===== config.mk =====
export PLATFORM = sky130hd
export DESIGN_NAME = fepcs_top
export DESIGN_NICKNAME = d
export VERILOG_FILES = /design/src/fepcs_pkg.sv /design/src/fepcs_link_if.sv /design/src/fepcs_rx_dsc.sv /design/src/fepcs_top.sv /design/src/fepcs_tx_enc.sv
export VERILOG_INCLUDE_DIRS = /design/src
export SDC_FILE = /design/constraint.sdc
export NUM_CORES = 1
export LEC_CHECK = 0
export BUFFER_PORTS_ARGS = -buffer_cell sky130_fd_sc_hd__buf_2
export CELL_PAD_IN_SITES_DETAIL_PLACEMENT = 0
export CELL_PAD_IN_SITES_GLOBAL_PLACEMENT = 2
export CORE_MARGIN = 3
export CORE_UTILIZATION = 25
export CTS_BUF_LIST = sky130_fd_sc_hd__clkbuf_16
export DETAILED_ROUTE_END_ITERATION = 7
export PLACE_DENSITY_LB_ADDON = 0.1
export SLEW_MARGIN = 10
export SYNTH_ARGS = -nofsm -noshare
export SYNTH_HDL_FRONTEND = slang
export SYNTH_SLANG_ARGS = --single-unit

===== constraint.sdc =====
create_clock -name mclk -period 3.15 [get_ports mclk]
set_clock_uncertainty 0.05 [all_clocks]
set_input_delay 0.315 -clock mclk [delete_from_list [all_inputs] [get_ports mclk]]
set_output_delay 0.315 -clock mclk [all_outputs]
set_load 0.02 [all_outputs]

===== src/fepcs_consts.svh =====
/*
  Offsets, field positions, reset values, code groups and timing counts of the
  100 Mb/s coding path. Included by bare name from the package, the encoder, the descrambler, the core and the bench.
*/
`ifndef FEPCS_CONSTS_SVH
`define FEPCS_CONSTS_SVH

// clock rate and hold period
`define FEPCS_CLK_MHZ     125
`define FEPCS_HOLD_US     722
`define FEPCS_HOLD_CYC    (`FEPCS_HOLD_US * `FEPCS_CLK_MHZ)
// idle groups needed for lock and for a hold restart
`define FEPCS_LOCK_IDLES  4'd12
`define FEPCS_HOLD_IDLES  4'd8
// strap capture window after reset release
`define FEPCS_STRAP_DONE  2'd3

// register indices, byte address is four times the index
`define FEPCS_COD_IDX     6'h17
`define FEPCS_BYP_IDX     6'h18
`define FEPCS_STAT_IDX    6'h1F
`define FEPCS_NRZI_BIT    15
`define FEPCS_SYMBYP_BIT  14
`define FEPCS_SCRBYP_BIT  13
`define FEPCS_FULLBYP_BIT 12
`define FEPCS_LOCK_BIT    0
`define FEPCS_ALIGN_BIT   1

// code groups, first bit on the line is bit 4
`define FEPCS_SYM_J       5'h18
`define FEPCS_SYM_K       5'h11
`define FEPCS_SYM_T       5'h0D
`define FEPCS_SYM_R       5'h07
`define FEPCS_SYM_I       5'h1F
`define FEPCS_SYM_H       5'h04
`define FEPCS_JK          10'h311
`define FEPCS_LFSR_SEED   11'h7FF
`define FEPCS_BIT_LAST    3'd4

`endif


===== src/fepcs_pkg.sv =====
/*
  Types and coding functions of the coding path.
  Assumes fepcs_consts.svh is on the include path.
*/
`include "fepcs_consts.svh"

package fepcs_pkg;

  typedef enum logic [1:0] {
    FEPCS_IDLE,
    FEPCS_SEND_K,
    FEPCS_DATA,
    FEPCS_SEND_R
  } fepcs_enc_st_t;

  typedef struct packed {
    logic [10:0] s;
    logic [4:0]  y;
  } fepcs_scr_t;

  typedef struct packed {
    fepcs_enc_st_t st;
    logic [4:0]    sym;
    logic          vld;
  } fepcs_enc_q_t;

  typedef struct packed {
    logic [10:0] lfsr;
    logic        locked;
    logic [3:0]  cnt;
    logic [16:0] timer;
    logic [4:0]  ud;
    logic        ud_stb;
  } fepcs_dsc_q_t;

  typedef struct packed {
    logic [2:0]  txc;
    logic [5:0]  txm1;
    logic [5:0]  txm2;
    logic        nib_stb;
    logic [5:0]  nib;
    logic [2:0]  strap1;
    logic [2:0]  strap2;
    logic [1:0]  strap_cnt;
    logic        nrzi_en;
    logic        sym_byp;
    logic        scr_byp;
    logic        full_byp;
    logic        ack;
    logic [31:0] rdat;
    logic [10:0] tx_lfsr;
    logic [4:0]  tx_sh;
    logic [2:0]  tx_cnt;
    logic        tx_line;
    logic        tx_bit_en;
    logic        rx1;
    logic        rx2;
    logic        rx3;
    logic [4:0]  rx_sh;
    logic [2:0]  rx_cnt;
    logic        grp_stb;
    logic [4:0]  grp;
    logic [14:0] hist;
    logic        aligned;
    logic [2:0]  off;
    logic        rx_stb;
    logic        rx_dv;
    logic        rx_er;
    logic [3:0]  rxd;
  } fepcs_core_q_t;

  localparam logic [4:0] FEPCS_CODE [16] = '{
    5'h1E, 5'h09, 5'h14, 5'h15, 5'h0A, 5'h0B, 5'h0E, 5'h0F,
    5'h12, 5'h13, 5'h16, 5'h17, 5'h1A, 5'h1B, 5'h1C, 5'h1D
  };

  // x^11 + x^9 + 1, five steps; sync loads the state from complemented input
  function automatic fepcs_scr_t fepcs_scramble(input logic [10:0] s,
                                                input logic [4:0]  d,
                                                input logic        sync);
    fepcs_scr_t r;
    logic       k;
    r.s = s;
    r.y = 5'h00;
    k   = 1'b0;
    for (int i = 4; i >= 0; i--) begin
      k      = r.s[10] ^ r.s[8];
      r.y[i] = d[i] ^ k;
      r.s    = {r.s[9:0], sync ? ~d[i] : k};
    end
    return r;
  endfunction : fepcs_scramble

  // returns {valid, nibble}
  function automatic logic [4:0] fepcs_dec(input logic [4:0] c);
    logic [4:0] r;
    r = 5'h00;
    for (int i = 0; i < 16; i++) begin
      if (FEPCS_CODE[i] == c) r = {1'b1, 4'(i)};
    end
    return r;
  endfunction : fepcs_dec

endpackage : fepcs_pkg


===== src/fepcs_link_if.sv =====
/*
  Carrier between the coding core and its encoder and descrambler.
  Assumes all parties run on the same clock.
*/
interface fepcs_link_if;
  logic       nib_stb;
  logic       tx_en;
  logic       tx_er;
  logic [3:0] txd;
  logic       tx_byp;
  logic [4:0] sym;
  logic       sym_vld;
  logic       grp_stb;
  logic [4:0] sd;
  logic       rx_byp;
  logic [4:0] ud;
  logic       ud_stb;
  logic       locked;

  modport enc  (input nib_stb, tx_en, tx_er, txd, tx_byp, output sym, sym_vld);
  modport dsc  (input grp_stb, sd, rx_byp, output ud, ud_stb, locked);
  modport core (output nib_stb, tx_en, tx_er, txd, tx_byp, grp_stb, sd, rx_byp,
                input sym, sym_vld, ud, ud_stb, locked);
endinterface : fepcs_link_if


===== src/fepcs_rx_dsc.sv =====
/*
  Five-bit parallel self-synchronising descrambler with idle lock and hold timer.
  Assumes one grp_stb pulse per five received bits.
*/
`include "fepcs_consts.svh"

module fepcs_rx_dsc #(
  parameter int unsigned HOLD_CYC = `FEPCS_HOLD_CYC
) (
  // clock and reset
  input wire logic mclk,
  input wire logic nrst,
  // core side
  fepcs_link_if.dsc lnk
);
  import fepcs_pkg::*;

  localparam logic [16:0] HOLD_LD = 17'(HOLD_CYC - 1);

  fepcs_dsc_q_t q;
  fepcs_dsc_q_t d;
  fepcs_scr_t   r;
  logic         idle;

  assign lnk.ud     = q.ud;
  assign lnk.ud_stb = q.ud_stb;
  assign lnk.locked = q.locked;

  always_comb begin
    d        = q;
    d.ud_stb = 1'b0;
    r        = fepcs_scramble(q.lfsr, lnk.sd, ~q.locked);
    idle     = (r.y == `FEPCS_SYM_I);
    if (q.locked) begin
      if (q.timer == 17'h00000) begin
        d.locked = 1'b0;
        d.cnt    = 4'h0;
      end else begin
        d.timer = q.timer - 17'h00001;
      end
    end
    if (lnk.grp_stb) begin
      d.ud_stb = 1'b1;
      if (lnk.rx_byp) begin
        d.ud     = lnk.sd;
        d.locked = 1'b0;
        d.cnt    = 4'h0;
      end else begin
        d.ud   = r.y;
        d.lfsr = r.s;
        if (!q.locked) begin
          d.cnt = idle ? q.cnt + 4'h1 : 4'h0;
          if (idle && (q.cnt + 4'h1 == `FEPCS_LOCK_IDLES)) begin
            d.locked = 1'b1;
            d.timer  = HOLD_LD;
            d.cnt    = 4'h0;
          end
        end else if (idle && d.locked) begin
          d.cnt = q.cnt + 4'h1;
          if (q.cnt + 4'h1 == `FEPCS_HOLD_IDLES) begin
            d.timer = HOLD_LD;
            d.cnt   = 4'h0;
          end
        end
      end
    end
  end

  always_ff @(posedge mclk or negedge nrst) begin
    if (!nrst) q <= '0;
    else q <= d;
  end

endmodule : fepcs_rx_dsc


===== src/fepcs_top.sv =====
/*
  Coding path core: MII nibble capture, line serializer with scrambler and NRZI,
  line receiver with NRZI decoding, symbol alignment and decoding, registers.
  Assumes a Wishbone classic master on mclk; MII clock, strap and line pins
  arrive asynchronous to mclk and the line runs at one bit per mclk.
*/
// The implementer's own choices: the address map and the Wishbone register port.
// Operation
// transmit nibbles leave as a scrambled serial line stream at 125 Mb/s.
// each data nibble becomes a five-bit code group.
// first two preamble nibbles are replaced by J then K.
// frame end inserts T then R.
// idle groups are sent without pause between frames.
// eleven-bit closed-loop scrambler XORed onto the code group.
// scrambled stream is NRZI coded before leaving.
// each transmit stage can be bypassed.
// incoming line is recovered onto the local bit clock.
// received NRZI is decoded to NRZ before descrambling.
// descrambler works five bits at once with the same sequence.
// descrambler locks after enough idle groups, then emits unaligned groups.
// lock starts a 722 us hold countdown.
// enough idles within the period restart the countdown.
// too few idles within the period drop lock.
// aligner finds J then K and frames later groups on that boundary.
// each receive stage can be bypassed.
// in symbol bypass the fifth bit travels on the error line.
// scrambler bypass bit 13 of 18h, reset value from a strap.
// NRZI enable bit 15 of 17h, resets to one.
// full coding bypass bit 12 of 18h, reset value from a strap.
// NRZI toggles on a one and holds on a zero.
// idle thresholds are named constants.
`include "fepcs_consts.svh"

module fepcs_top #(
  parameter int unsigned HOLD_CYC = `FEPCS_HOLD_CYC
) (
  // clock and reset
  input  wire logic        mclk,
  input  wire logic        nrst,
  // wishbone slave
  input  wire logic        wb_cyc_i,
  input  wire logic        wb_stb_i,
  input  wire logic        wb_we_i,
  input  wire logic [7:0]  wb_adr_i,
  input  wire logic [3:0]  wb_sel_i,
  input  wire logic [31:0] wb_dat_i,
  output logic      [31:0] wb_dat_o,
  output logic             wb_ack_o,
  // straps
  input  wire logic        strap_symbol_coding_bypass,
  input  wire logic        strap_scrambler_bypass,
  input  wire logic        strap_full_coding_bypass,
  // mii transmit
  input  wire logic        mii_tx_clk,
  input  wire logic        mii_tx_en,
  input  wire logic        mii_tx_er,
  input  wire logic [3:0]  mii_txd,
  // line transmit
  output logic             pmd_tx_data,
  output logic             pmd_tx_bit_en,
  // line receive
  input  wire logic        pmd_rx_data,
  // mii receive
  output logic             mii_rx_stb,
  output logic             mii_rx_dv,
  output logic             mii_rx_er,
  output logic      [3:0]  mii_rxd
);
  import fepcs_pkg::*;

  localparam fepcs_core_q_t CORE_RST = '{nrzi_en: 1'b1, tx_lfsr: `FEPCS_LFSR_SEED,
                                         default: '0};

  fepcs_core_q_t q;
  fepcs_core_q_t d;
  fepcs_scr_t    scr;
  logic [4:0]    sym5;
  logic          tx_bit;
  logic          tx_go;
  logic          tx_fall;
  logic          nrz;
  logic          line_code;
  logic [14:0]   hist_nx;
  logic [4:0]    jk_hit;
  logic [2:0]    jk_off;
  logic [4:0]    sym_al;
  logic [4:0]    dec;

  fepcs_link_if lnk ();

  //////////////////////////////////////////////////////////////////////////////
  // submodules

  fepcs_tx_enc u_enc (
    .mclk (mclk),
    .nrst (nrst),
    .lnk  (lnk.enc)
  );

  fepcs_rx_dsc #(
    .HOLD_CYC (HOLD_CYC)
  ) u_dsc (
    .mclk (mclk),
    .nrst (nrst),
    .lnk  (lnk.dsc)
  );

  assign lnk.nib_stb = q.nib_stb;
  assign lnk.tx_en   = q.nib[5];
  assign lnk.tx_er   = q.nib[4];
  assign lnk.txd     = q.nib[3:0];
  assign lnk.tx_byp  = q.sym_byp | q.full_byp;
  assign lnk.grp_stb = q.grp_stb;
  assign lnk.sd      = q.grp;
  assign lnk.rx_byp  = q.scr_byp | q.full_byp;

  //////////////////////////////////////////////////////////////////////////////
  // outputs

  assign wb_dat_o      = q.rdat;
  assign wb_ack_o      = q.ack;
  assign pmd_tx_data   = q.tx_line;
  assign pmd_tx_bit_en = q.tx_bit_en;
  assign mii_rx_stb    = q.rx_stb;
  assign mii_rx_dv     = q.rx_dv;
  assign mii_rx_er     = q.rx_er;
  assign mii_rxd       = q.rxd;

  //////////////////////////////////////////////////////////////////////////////
  // start delimiter search over the five possible boundaries

  assign hist_nx = {q.hist[9:0], lnk.ud};

  for (genvar e = 0; e < 5; e++) begin : g_jk
    assign jk_hit[e] = (hist_nx[e + 9 -: 10] == `FEPCS_JK);
  end

  //////////////////////////////////////////////////////////////////////////////
  // next state

  always_comb begin
    d         = q;
    d.nib_stb = 1'b0;
    d.grp_stb = 1'b0;
    d.rx_stb  = 1'b0;
    tx_bit    = 1'b0;
    tx_go     = 1'b0;
    line_code = q.nrzi_en & ~q.full_byp;
    jk_off    = 3'd0;
    for (int e = 4; e >= 0; e--) begin
      if (jk_hit[e]) jk_off = 3'(e);
    end
    sym_al = 5'(hist_nx >> q.off);
    dec    = fepcs_dec(sym_al);
    scr    = fepcs_scramble(q.tx_lfsr, lnk.sym, 1'b0);
    sym5   = (q.scr_byp | q.full_byp) ? lnk.sym : scr.y;

    // straps are caught after release, then software owns the bits
    d.strap1 = {strap_symbol_coding_bypass, strap_scrambler_bypass,
                strap_full_coding_bypass};
    d.strap2 = q.strap1;
    if (q.strap_cnt != `FEPCS_STRAP_DONE) begin
      d.strap_cnt = q.strap_cnt + 2'd1;
      d.sym_byp   = q.strap2[2];
      d.scr_byp   = q.strap2[1];
      d.full_byp  = q.strap2[0];
    end

    // bus slave, one wait state
    d.ack = wb_cyc_i & wb_stb_i & ~q.ack;
    if (d.ack) begin
      d.rdat = 32'h00000000;
      if (wb_adr_i[7:2] == `FEPCS_COD_IDX) begin
        d.rdat[`FEPCS_NRZI_BIT] = q.nrzi_en;
        if (wb_we_i && wb_sel_i[1]) begin
          d.nrzi_en = wb_dat_i[`FEPCS_NRZI_BIT];
        end
      end else if (wb_adr_i[7:2] == `FEPCS_BYP_IDX) begin
        d.rdat[`FEPCS_SYMBYP_BIT]  = q.sym_byp;
        d.rdat[`FEPCS_SCRBYP_BIT]  = q.scr_byp;
        d.rdat[`FEPCS_FULLBYP_BIT] = q.full_byp;
        if (wb_we_i && wb_sel_i[1]) begin
          d.sym_byp  = wb_dat_i[`FEPCS_SYMBYP_BIT];
          d.scr_byp  = wb_dat_i[`FEPCS_SCRBYP_BIT];
          d.full_byp = wb_dat_i[`FEPCS_FULLBYP_BIT];
        end
      end else if (wb_adr_i[7:2] == `FEPCS_STAT_IDX) begin
        d.rdat[`FEPCS_LOCK_BIT]  = lnk.locked;
        d.rdat[`FEPCS_ALIGN_BIT] = q.aligned;
      end
    end

    // mii nibble taken mid-period, on the falling clock edge
    d.txc   = {q.txc[1:0], mii_tx_clk};
    d.txm1  = {mii_tx_en, mii_tx_er, mii_txd};
    d.txm2  = q.txm1;
    tx_fall = q.txc[2] & ~q.txc[1];
    if (tx_fall) begin
      d.nib_stb = 1'b1;
      d.nib     = q.txm2;
    end

    // serializer: a new group cuts off any bits still pending
    if (lnk.sym_vld) begin
      if (!(q.scr_byp | q.full_byp)) d.tx_lfsr = scr.s;
      tx_bit   = sym5[4];
      tx_go    = 1'b1;
      d.tx_sh  = {sym5[3:0], 1'b0};
      d.tx_cnt = `FEPCS_BIT_LAST;
    end else if (q.tx_cnt != 3'd0) begin
      tx_bit   = q.tx_sh[4];
      tx_go    = 1'b1;
      d.tx_sh  = {q.tx_sh[3:0], 1'b0};
      d.tx_cnt = q.tx_cnt - 3'd1;
    end
    d.tx_bit_en = tx_go;
    if (tx_go) begin
      d.tx_line = line_code ? (q.tx_line ^ tx_bit) : tx_bit;
    end

    // line receive: synchronised and sampled once per bit
    d.rx1 = pmd_rx_data;
    d.rx2 = q.rx1;
    d.rx3 = q.rx2;
    nrz   = line_code ? (q.rx2 ^ q.rx3) : q.rx2;
    d.rx_sh = {q.rx_sh[3:0], nrz};
    if (q.rx_cnt == `FEPCS_BIT_LAST) begin
      d.rx_cnt  = 3'd0;
      d.grp_stb = 1'b1;
      d.grp     = {q.rx_sh[3:0], nrz};
    end else begin
      d.rx_cnt = q.rx_cnt + 3'd1;
    end

    // alignment and decoding, one answer per descrambler group
    if (lnk.ud_stb) begin
      d.hist   = hist_nx;
      d.rx_stb = 1'b1;
      d.rx_dv  = 1'b0;
      d.rx_er  = 1'b0;
      d.rxd    = 4'h0;
      if (q.full_byp) begin
        d.aligned = 1'b0;
        d.rx_dv   = 1'b1;
        d.rx_er   = lnk.ud[4];
        d.rxd     = lnk.ud[3:0];
      end else if (!lnk.locked && !q.scr_byp) begin
        d.aligned = 1'b0;
      end else if (!q.aligned) begin
        if (|jk_hit) begin
          d.aligned = 1'b1;
          d.off     = jk_off;
        end
      end else if (sym_al == `FEPCS_SYM_T) begin
        d.aligned = 1'b0;
      end else begin
        d.rx_dv = 1'b1;
        if (q.sym_byp) begin
          d.rx_er = sym_al[4];
          d.rxd   = sym_al[3:0];
        end else begin
          d.rx_er = ~dec[4];
          d.rxd   = dec[3:0];
        end
      end
    end
  end

  //////////////////////////////////////////////////////////////////////////////
  // state register

  always_ff @(posedge mclk or negedge nrst) begin
    if (!nrst) q <= CORE_RST;
    else q <= d;
  end

endmodule : fepcs_top


===== src/fepcs_tx_enc.sv =====
/*
  Symbol encoder: nibble to code group, delimiters and idle fill.
  Assumes one nib_stb pulse per transmit nibble from the core.
*/
`include "fepcs_consts.svh"

module fepcs_tx_enc (
  // clock and reset
  input wire logic mclk,
  input wire logic nrst,
  // core side
  fepcs_link_if.enc lnk
);
  import fepcs_pkg::*;

  localparam fepcs_enc_q_t ENC_RST = '{st: FEPCS_IDLE, sym: `FEPCS_SYM_I, vld: 1'b0};

  fepcs_enc_q_t q;
  fepcs_enc_q_t d;

  assign lnk.sym     = q.sym;
  assign lnk.sym_vld = q.vld;

  always_comb begin
    d     = q;
    d.vld = 1'b0;
    if (lnk.nib_stb) begin
      d.vld = 1'b1;
      if (lnk.tx_byp) begin
        d.sym = {lnk.tx_er, lnk.txd};
        d.st  = FEPCS_IDLE;
      end else begin
        case (q.st)
          FEPCS_IDLE: begin
            if (lnk.tx_en) begin
              d.sym = `FEPCS_SYM_J;
              d.st  = FEPCS_SEND_K;
            end else begin
              d.sym = `FEPCS_SYM_I;
            end
          end
          FEPCS_SEND_K: begin
            d.sym = `FEPCS_SYM_K;
            d.st  = FEPCS_DATA;
          end
          FEPCS_DATA: begin
            if (lnk.tx_en) begin
              d.sym = lnk.tx_er ? `FEPCS_SYM_H : FEPCS_CODE[lnk.txd];
            end else begin
              d.sym = `FEPCS_SYM_T;
              d.st  = FEPCS_SEND_R;
            end
          end
          default: begin
            d.sym = `FEPCS_SYM_R;
            d.st  = FEPCS_IDLE;
          end
        endcase
      end
    end
  end

  always_ff @(posedge mclk or negedge nrst) begin
    if (!nrst) q <= ENC_RST;
    else q <= d;
  end

endmodule : fepcs_tx_enc

== After elaboration in Yosys (flattened, before gate mapping) ==
Memories as Yosys holds them, arrays and structs flattened.
Cells that the tools add are included.

* Bitwise gates (word level): 41
* Shift-type cells: 1
* Multiplexer cells: 83
* Reductions and logical operators: 16
* $add $sub $neg: 5
* Equality and inequality tests: 34
* Multipliers: 0
* Magnitude comparators: 1
* Div/mod/pow operators: 0

{| class="wikitable"
|+ Operators by type and width
! kind !! number
|-
| $mux 5 || 25
|-
| $mux 21 || 3
|-
| $eq 5x5->1 const A || 11
|-
| $eq 10x10->1 const B || 5
|-
| $mux 22 || 2
|-
| $mux 3 || 14
|-
| $mux 17 || 2
|-
| $mux 6 || 5
|-
| $mux 28 || 1
|-
| $eq 4x5->1 const A || 5
|-
| $xor 1x1->1 || 22
|-
| $mux 7 || 3
|-
| $pmux 7 s3 || 1
|-
| $eq 6x5->1 const B || 3
|-
| $mux 1 || 18
|-
| $logic_not 17->1 || 1
|-
| $sub 17x1->17 const B || 1
|-
| $mux 8 || 2
|-
| $shr 15x3->5 || 1
|-
| $not 1->1 || 12
|-
| $mux 2 || 5
|-
| $eq 4x4->1 const B || 2
|-
| $mux 4 || 2
|-
| $ne 3x3->1 const B || 2
|-
| 23 further kinds || 33
|}

* Bits in read-only memories: 80
* Register bits after elaboration: 146
* Output and inout port bits: 42
* Logic and storage cells: 224
* Input bits: 60
* RAM bits: 0
* Latch bits: 0
* Memories kept: 1

{| class="wikitable"
|+ Memory list
! memory !! words !! bits a word !! read ports !! clocked after memory_dff !! wr ports !! RTL line !! source
|-
| (name not given) || 16 || 5 || 1 || 0 || 0 || fepcs_tx_enc.sv:48 || <nowiki>d.sym = lnk.tx_er ? `FEPCS_SYM_H : FEPCS_CODE[lnk.txd];</nowiki>
|}

== Logic depth before layout (Yosys ltp) ==
* Depth after elaboration: 25
* Depth in mapped cells: 9
* Mapped depth without buffers: 8

== Hierarchy ==
From an unflattened synthesis, not the netlist that was laid out.

* Cells, all modules: 675
* Area, all modules: 7,372.1 µm²

{| class="wikitable"
|+ Modules (own cells, without submodules)
! module !! times used !! cells each !! seq. area each (µm²) !! area an instance (µm²)
|-
| fepcs_top || 1 || 359 || 2,442.3 || 4,538.1
|-
| fepcs_rx_dsc || 1 || 245 || 975.9 || 2,247.2
|-
| fepcs_tx_enc || 1 || 71 || 206.4 || 586.8
|}

== Least setup slack after synthesis ==
Ideal clock, no wire load.

* Path kind: flip-flop to flip-flop
* From: register q[9] in the netlist's numbering
* To: register q, in the netlist mii_rxd[0]
* Setup slack: 803 ps
* Required time: 3,035 ps
* Clock period less this slack: 2,347 ps
* Data arrival time: 2,232 ps
* Buffers on the path: 1
* Setup time: 65 ps
* Cell stages (with the launch flop): 8
* Path through: dfrtp_1 -> clkbuf_1 -> mux4_2 -> mux2_2 -> and2_4 -> o31a_1 -> a2111oi_2 -> o22a_1

* Longest elaborated chain between the ends: 22
* Elaborated cells on any way between the ends: 37
* Classes of those cells: eq/ne (16); shift (1); mux (20)

{| class="wikitable"
|+ Ends and longest elaborated chain
! what !! RTL line !! source
|-
| start, declared || fepcs_top.sv:74 || <nowiki>fepcs_core_q_t q;</nowiki>
|-
| start signal, assigned || fepcs_top.sv:273 || <nowiki>if (!nrst) q <= CORE_RST;</nowiki>
|-
| start signal, assigned || fepcs_top.sv:274 || <nowiki>else q <= d;</nowiki>
|-
| $shr 15x3->5 (*) || fepcs_top.sv:153 || <nowiki>sym_al = 5'(hist_nx >> q.off);</nowiki>
|-
| $eq 4x5->1 || fepcs_pkg.sv:99 || <nowiki>if (FEPCS_CODE[i] == c) r = {1'b1, 4'(i)};</nowiki>
|-
| $mux 5 (15 in a row) || fepcs_pkg.sv:99 ||
|-
| $mux 5 || fepcs_top.sv:258 || <nowiki>if (q.sym_byp) begin</nowiki>
|-
| $mux 6 (*) || fepcs_top.sv:254 || <nowiki>end else if (sym_al == `FEPCS_SYM_T) begin</nowiki>
|-
| $mux 6 (*) || fepcs_top.sv:249 || <nowiki>end else if (!q.aligned) begin</nowiki>
|-
| $mux 6 (*) || fepcs_top.sv:247 || <nowiki>end else if (!lnk.locked && !q.scr_byp) begin</nowiki>
|-
| $mux 6 (*) || fepcs_top.sv:242 || <nowiki>if (q.full_byp) begin</nowiki>
|}

Mark *: on every way between the ends. The rest lies on a longest branch, timed or not.
A chain may end at the register's enable or synchronous reset.

== Worst setup path after layout ==
* From: register q[7] in the netlist's numbering
* To: register q, in the netlist mii_rxd[3]

Same word-level chain as after synthesis.

==> results.md <==
* Outcome: complete, no violations
* Max-slew violation count at 0
* Die H at 175 um
* Vias in the first global route at ~5,100
* Setup TNS at 0 ps
* Crit path arrival time at ~3000 ps
* Clock share of power at 0.394
* Internal Power at 0.00363 W
* GRT Residual Overflow at 0
* Die Width at 175 um
* Rel. slew slack at 0.423
* Leak at 3.61 nW
* Async SR Flop Fraction at 1.00
* Core area at 0.0280 sq mm
* F_max at between 0.3 and 0.4 GHz
* Predominant post-synthesis flop cell: dfrtp_1
* TritonCTS Sinks at 144
* Worst-Skew Late Latency at 420 ps
* Synth area leaders: dfrtp_1 44%, mux2_2 6.9%, dfstp_2 6.2%, buf_4 4.0%, xnor2_1 3.4%
* Die area at 0.0307 sq mm
* Sequential Power Share at 0.452
* CTS Buf Count at 17
* Post-synth top area share at 0.444
* ANT cells at 0
* Dpl cells at 1,050
* Initial Utilization at 0.256
* Vias per cell at approximately 4.5
* Max Buffers Root-to-Sink at 2
* Post-route insts no fill at 1,094
* RSZ-0062 raised after global routing: false
* Util after Layout at 0.299
* H-tree depth at 4
* Register area share after synthesis at 0.506
* Number of synthesized flops with an enable pin at 0
* HP Class: in2reg
* CP required at approximately 3500 ps
* Post-route cell area at 0.00837 sq mm
* CP max FO at 9
* Power per cell area at between 600 and 700 mW/mm^2
* First-pass GRT wire length at 27,200 um
* GPL Wtd Cong at ~0.75
* Tightest Pin Transition at between 800 and 900 ps
* Avg Cell Area, Syn at 10.9 sq um
* DP HPWL at 11,400 um
* Most frequent cell after synthesis: dfrtp_1
* Clock slew at reported path FFs at ~70 ps
* Total routed wirelength at 16,500 um
* Synthesized area at 0.00716 sq mm
* Cell Rows at 61
* CTS tree: done
* Final-report setup violation count at 0
* Final min period at roughly 2700 ps
* Crit end category: register
* Gate power share at 0.154
* DR iter-0 viols at around 250
* Crit Path Class: reg2reg
* Maxcap violations at 0
* Final-report hold violation count at 0
* Post-synth top cells: 127 x dfrtp_1, 57 x nand2_1, 52 x nor2_1, 44 x mux2_2, 38 x buf_4
* Vias at 4,874
* VDD IR max at 292 uV
* Total GRT Usage at 0.112
* Distinct cells, synth at 62
* DR DRC count at 0
* Layout Nets at just under 800
* Initial antenna violation count at 0
* Cell Area, Placed at 0.00766 sq mm
* Post-route ant nets at 0
* Layout cells sized above 1 at 0.233
* Fin crit share at 0.843
* Root Driver: clkbuf_16
* Number of synthesized register bits at 144
* Largest net degree at the start of global routing at between 80 and 90
* I/O Pins at 102
* Post-DR wirelength/cell at 15.1 um
* Sw Share at 0.300
* Ys Warns at 0
* P_sw at 0.00156 W
* Number of setup buffers added after CTS at 0
* Layout area overhead at 16.9%
* Synth area leader: dfrtp_1
* Worst setup SP type: register
* 1st-pass router iterations at 4
* Cells after Synth at 654
* IO Port Bufs at 42
critical path, stage by stage, from the launching register on:
cell and delay (ps):
dfrtp_1 600, buf_4 240, mux2_1 340, mux4_2 550, a211oi_1 290, a221oi_1 120, o311ai_1 250, o21a_1 150
layout by cell type, fill, tap and decap left out, drive strengths merged, types with 4 or more instances in the layout:
cell	count
a211oi	6
a21oi	21
a221oi	4
a22o	6
a31oi	4
and2	7
buf	59
clkbuf	17
clkinv	4
conb	26
dfrtp	127
dfstp	17
dlygate4sd3	12
ha	11
inv	31
mux2	48
mux2i	10
mux4	10
nand2	57
nand2b	6
nand3	12
nand4	6
nor2	52
nor2b	6
nor3	9
nor3b	4
nor4	10
o2111ai	5
o21a	4
o21ai	34
or3	6
xnor2	28
xor2	17
per-stage QoR:
| stage | hold WS [ps] | setup WS [ps] | power [W] |
|---|---|---|---|
| 3_5_place_dp | 285 | 497 | 0.00318 |
| 2_1_floorplan | -30.6 | 803 | 0.00295 |
| 5_1_grt | 59.1 | 325 | 0.00550 |
| 3_3_place_gp | 283 | 534 | 0.00316 |
| 4_1_cts | 57.7 | 482 | 0.00530 |
| 6_report | 79.5 | 494 | 0.00519 |
what timing repair did:
action | 4_1_cts | 5_1_grt
endpoints found under the hold margin | 82 | 0
hold buffers | 12 | 0
gates resized for setup | 0 | 0
per-layer routing:
metal  up-vias  GRT usage  share of wire
li1       2348          -              -
met5         -          0              0
met3        13     0.0317          0.043
met2        96      0.188           0.49
met4         0     0.0313          0.010
met1      2417      0.140           0.46
state kept, by name, indices dropped and copies added, names as in the netlist, 5 cells and up:
signal / cells
d: 17
u_enc.lnk.sym: 5
hist_nx: 9
u_dsc.q: 32
wb_dat_o: 6
q: 42
lnk.sd: 5
u_dsc.lnk.ud: 5
worst paths after layout:
path	startpoint	slack, ps	to	depth (start not counted)
hold / removal	wb_dat_i[15]	80	q[100]	2
min in group asynchronous	nrst	500	hist_nx[7]	2
hold reg to reg	d[129]	300	d[130]	0
setup / recovery	q[7]	490	mii_rxd[3]	7
setup reg to reg	q[7]	490	mii_rxd[3]	7
max in group asynchronous	nrst	1670	q[55]	3
power by group through the flow:
stage / Sequential (W) / Clock [W] / Combinational [W]
after detailed placement: 0.00239 / 0 / 0.000795
after floorplan: 0.00230 / 0 / 0.000649
final: 0.00235 / 0.00205 / 0.000797
after global routing: 0.00239 / 0.00221 / 0.000899
after global placement: 0.00238 / 0 / 0.000784
after CTS: 0.00235 / 0.00213 / 0.000811
area by class of cell:
cell class	count	area, sq um
Fill cell	2874	19600
Sequential cell	144	3620
Multi-Input combinational cell	448	3140
Tap cell	378	473
Timing Repair Buffer	71	464
Clock buffer	17	425
Clock inverter	15	164
Inverter	21	78.8
cells by family (layout without fill, tap and decap cells):
kind of cell	count (synthesis)	count (layout)	synth area share
other cells	1	26	0.000524
flops	144	144	0.506
fa+ha+maj	11	11	0.0192
compound gates	110	110	0.103
simple gates	188	188	0.127
xor+xnor	45	45	0.0551
mux	68	68	0.121
buf+inv	87	124	0.0684
Note: power is estimated with default switching activity, not from simulation.
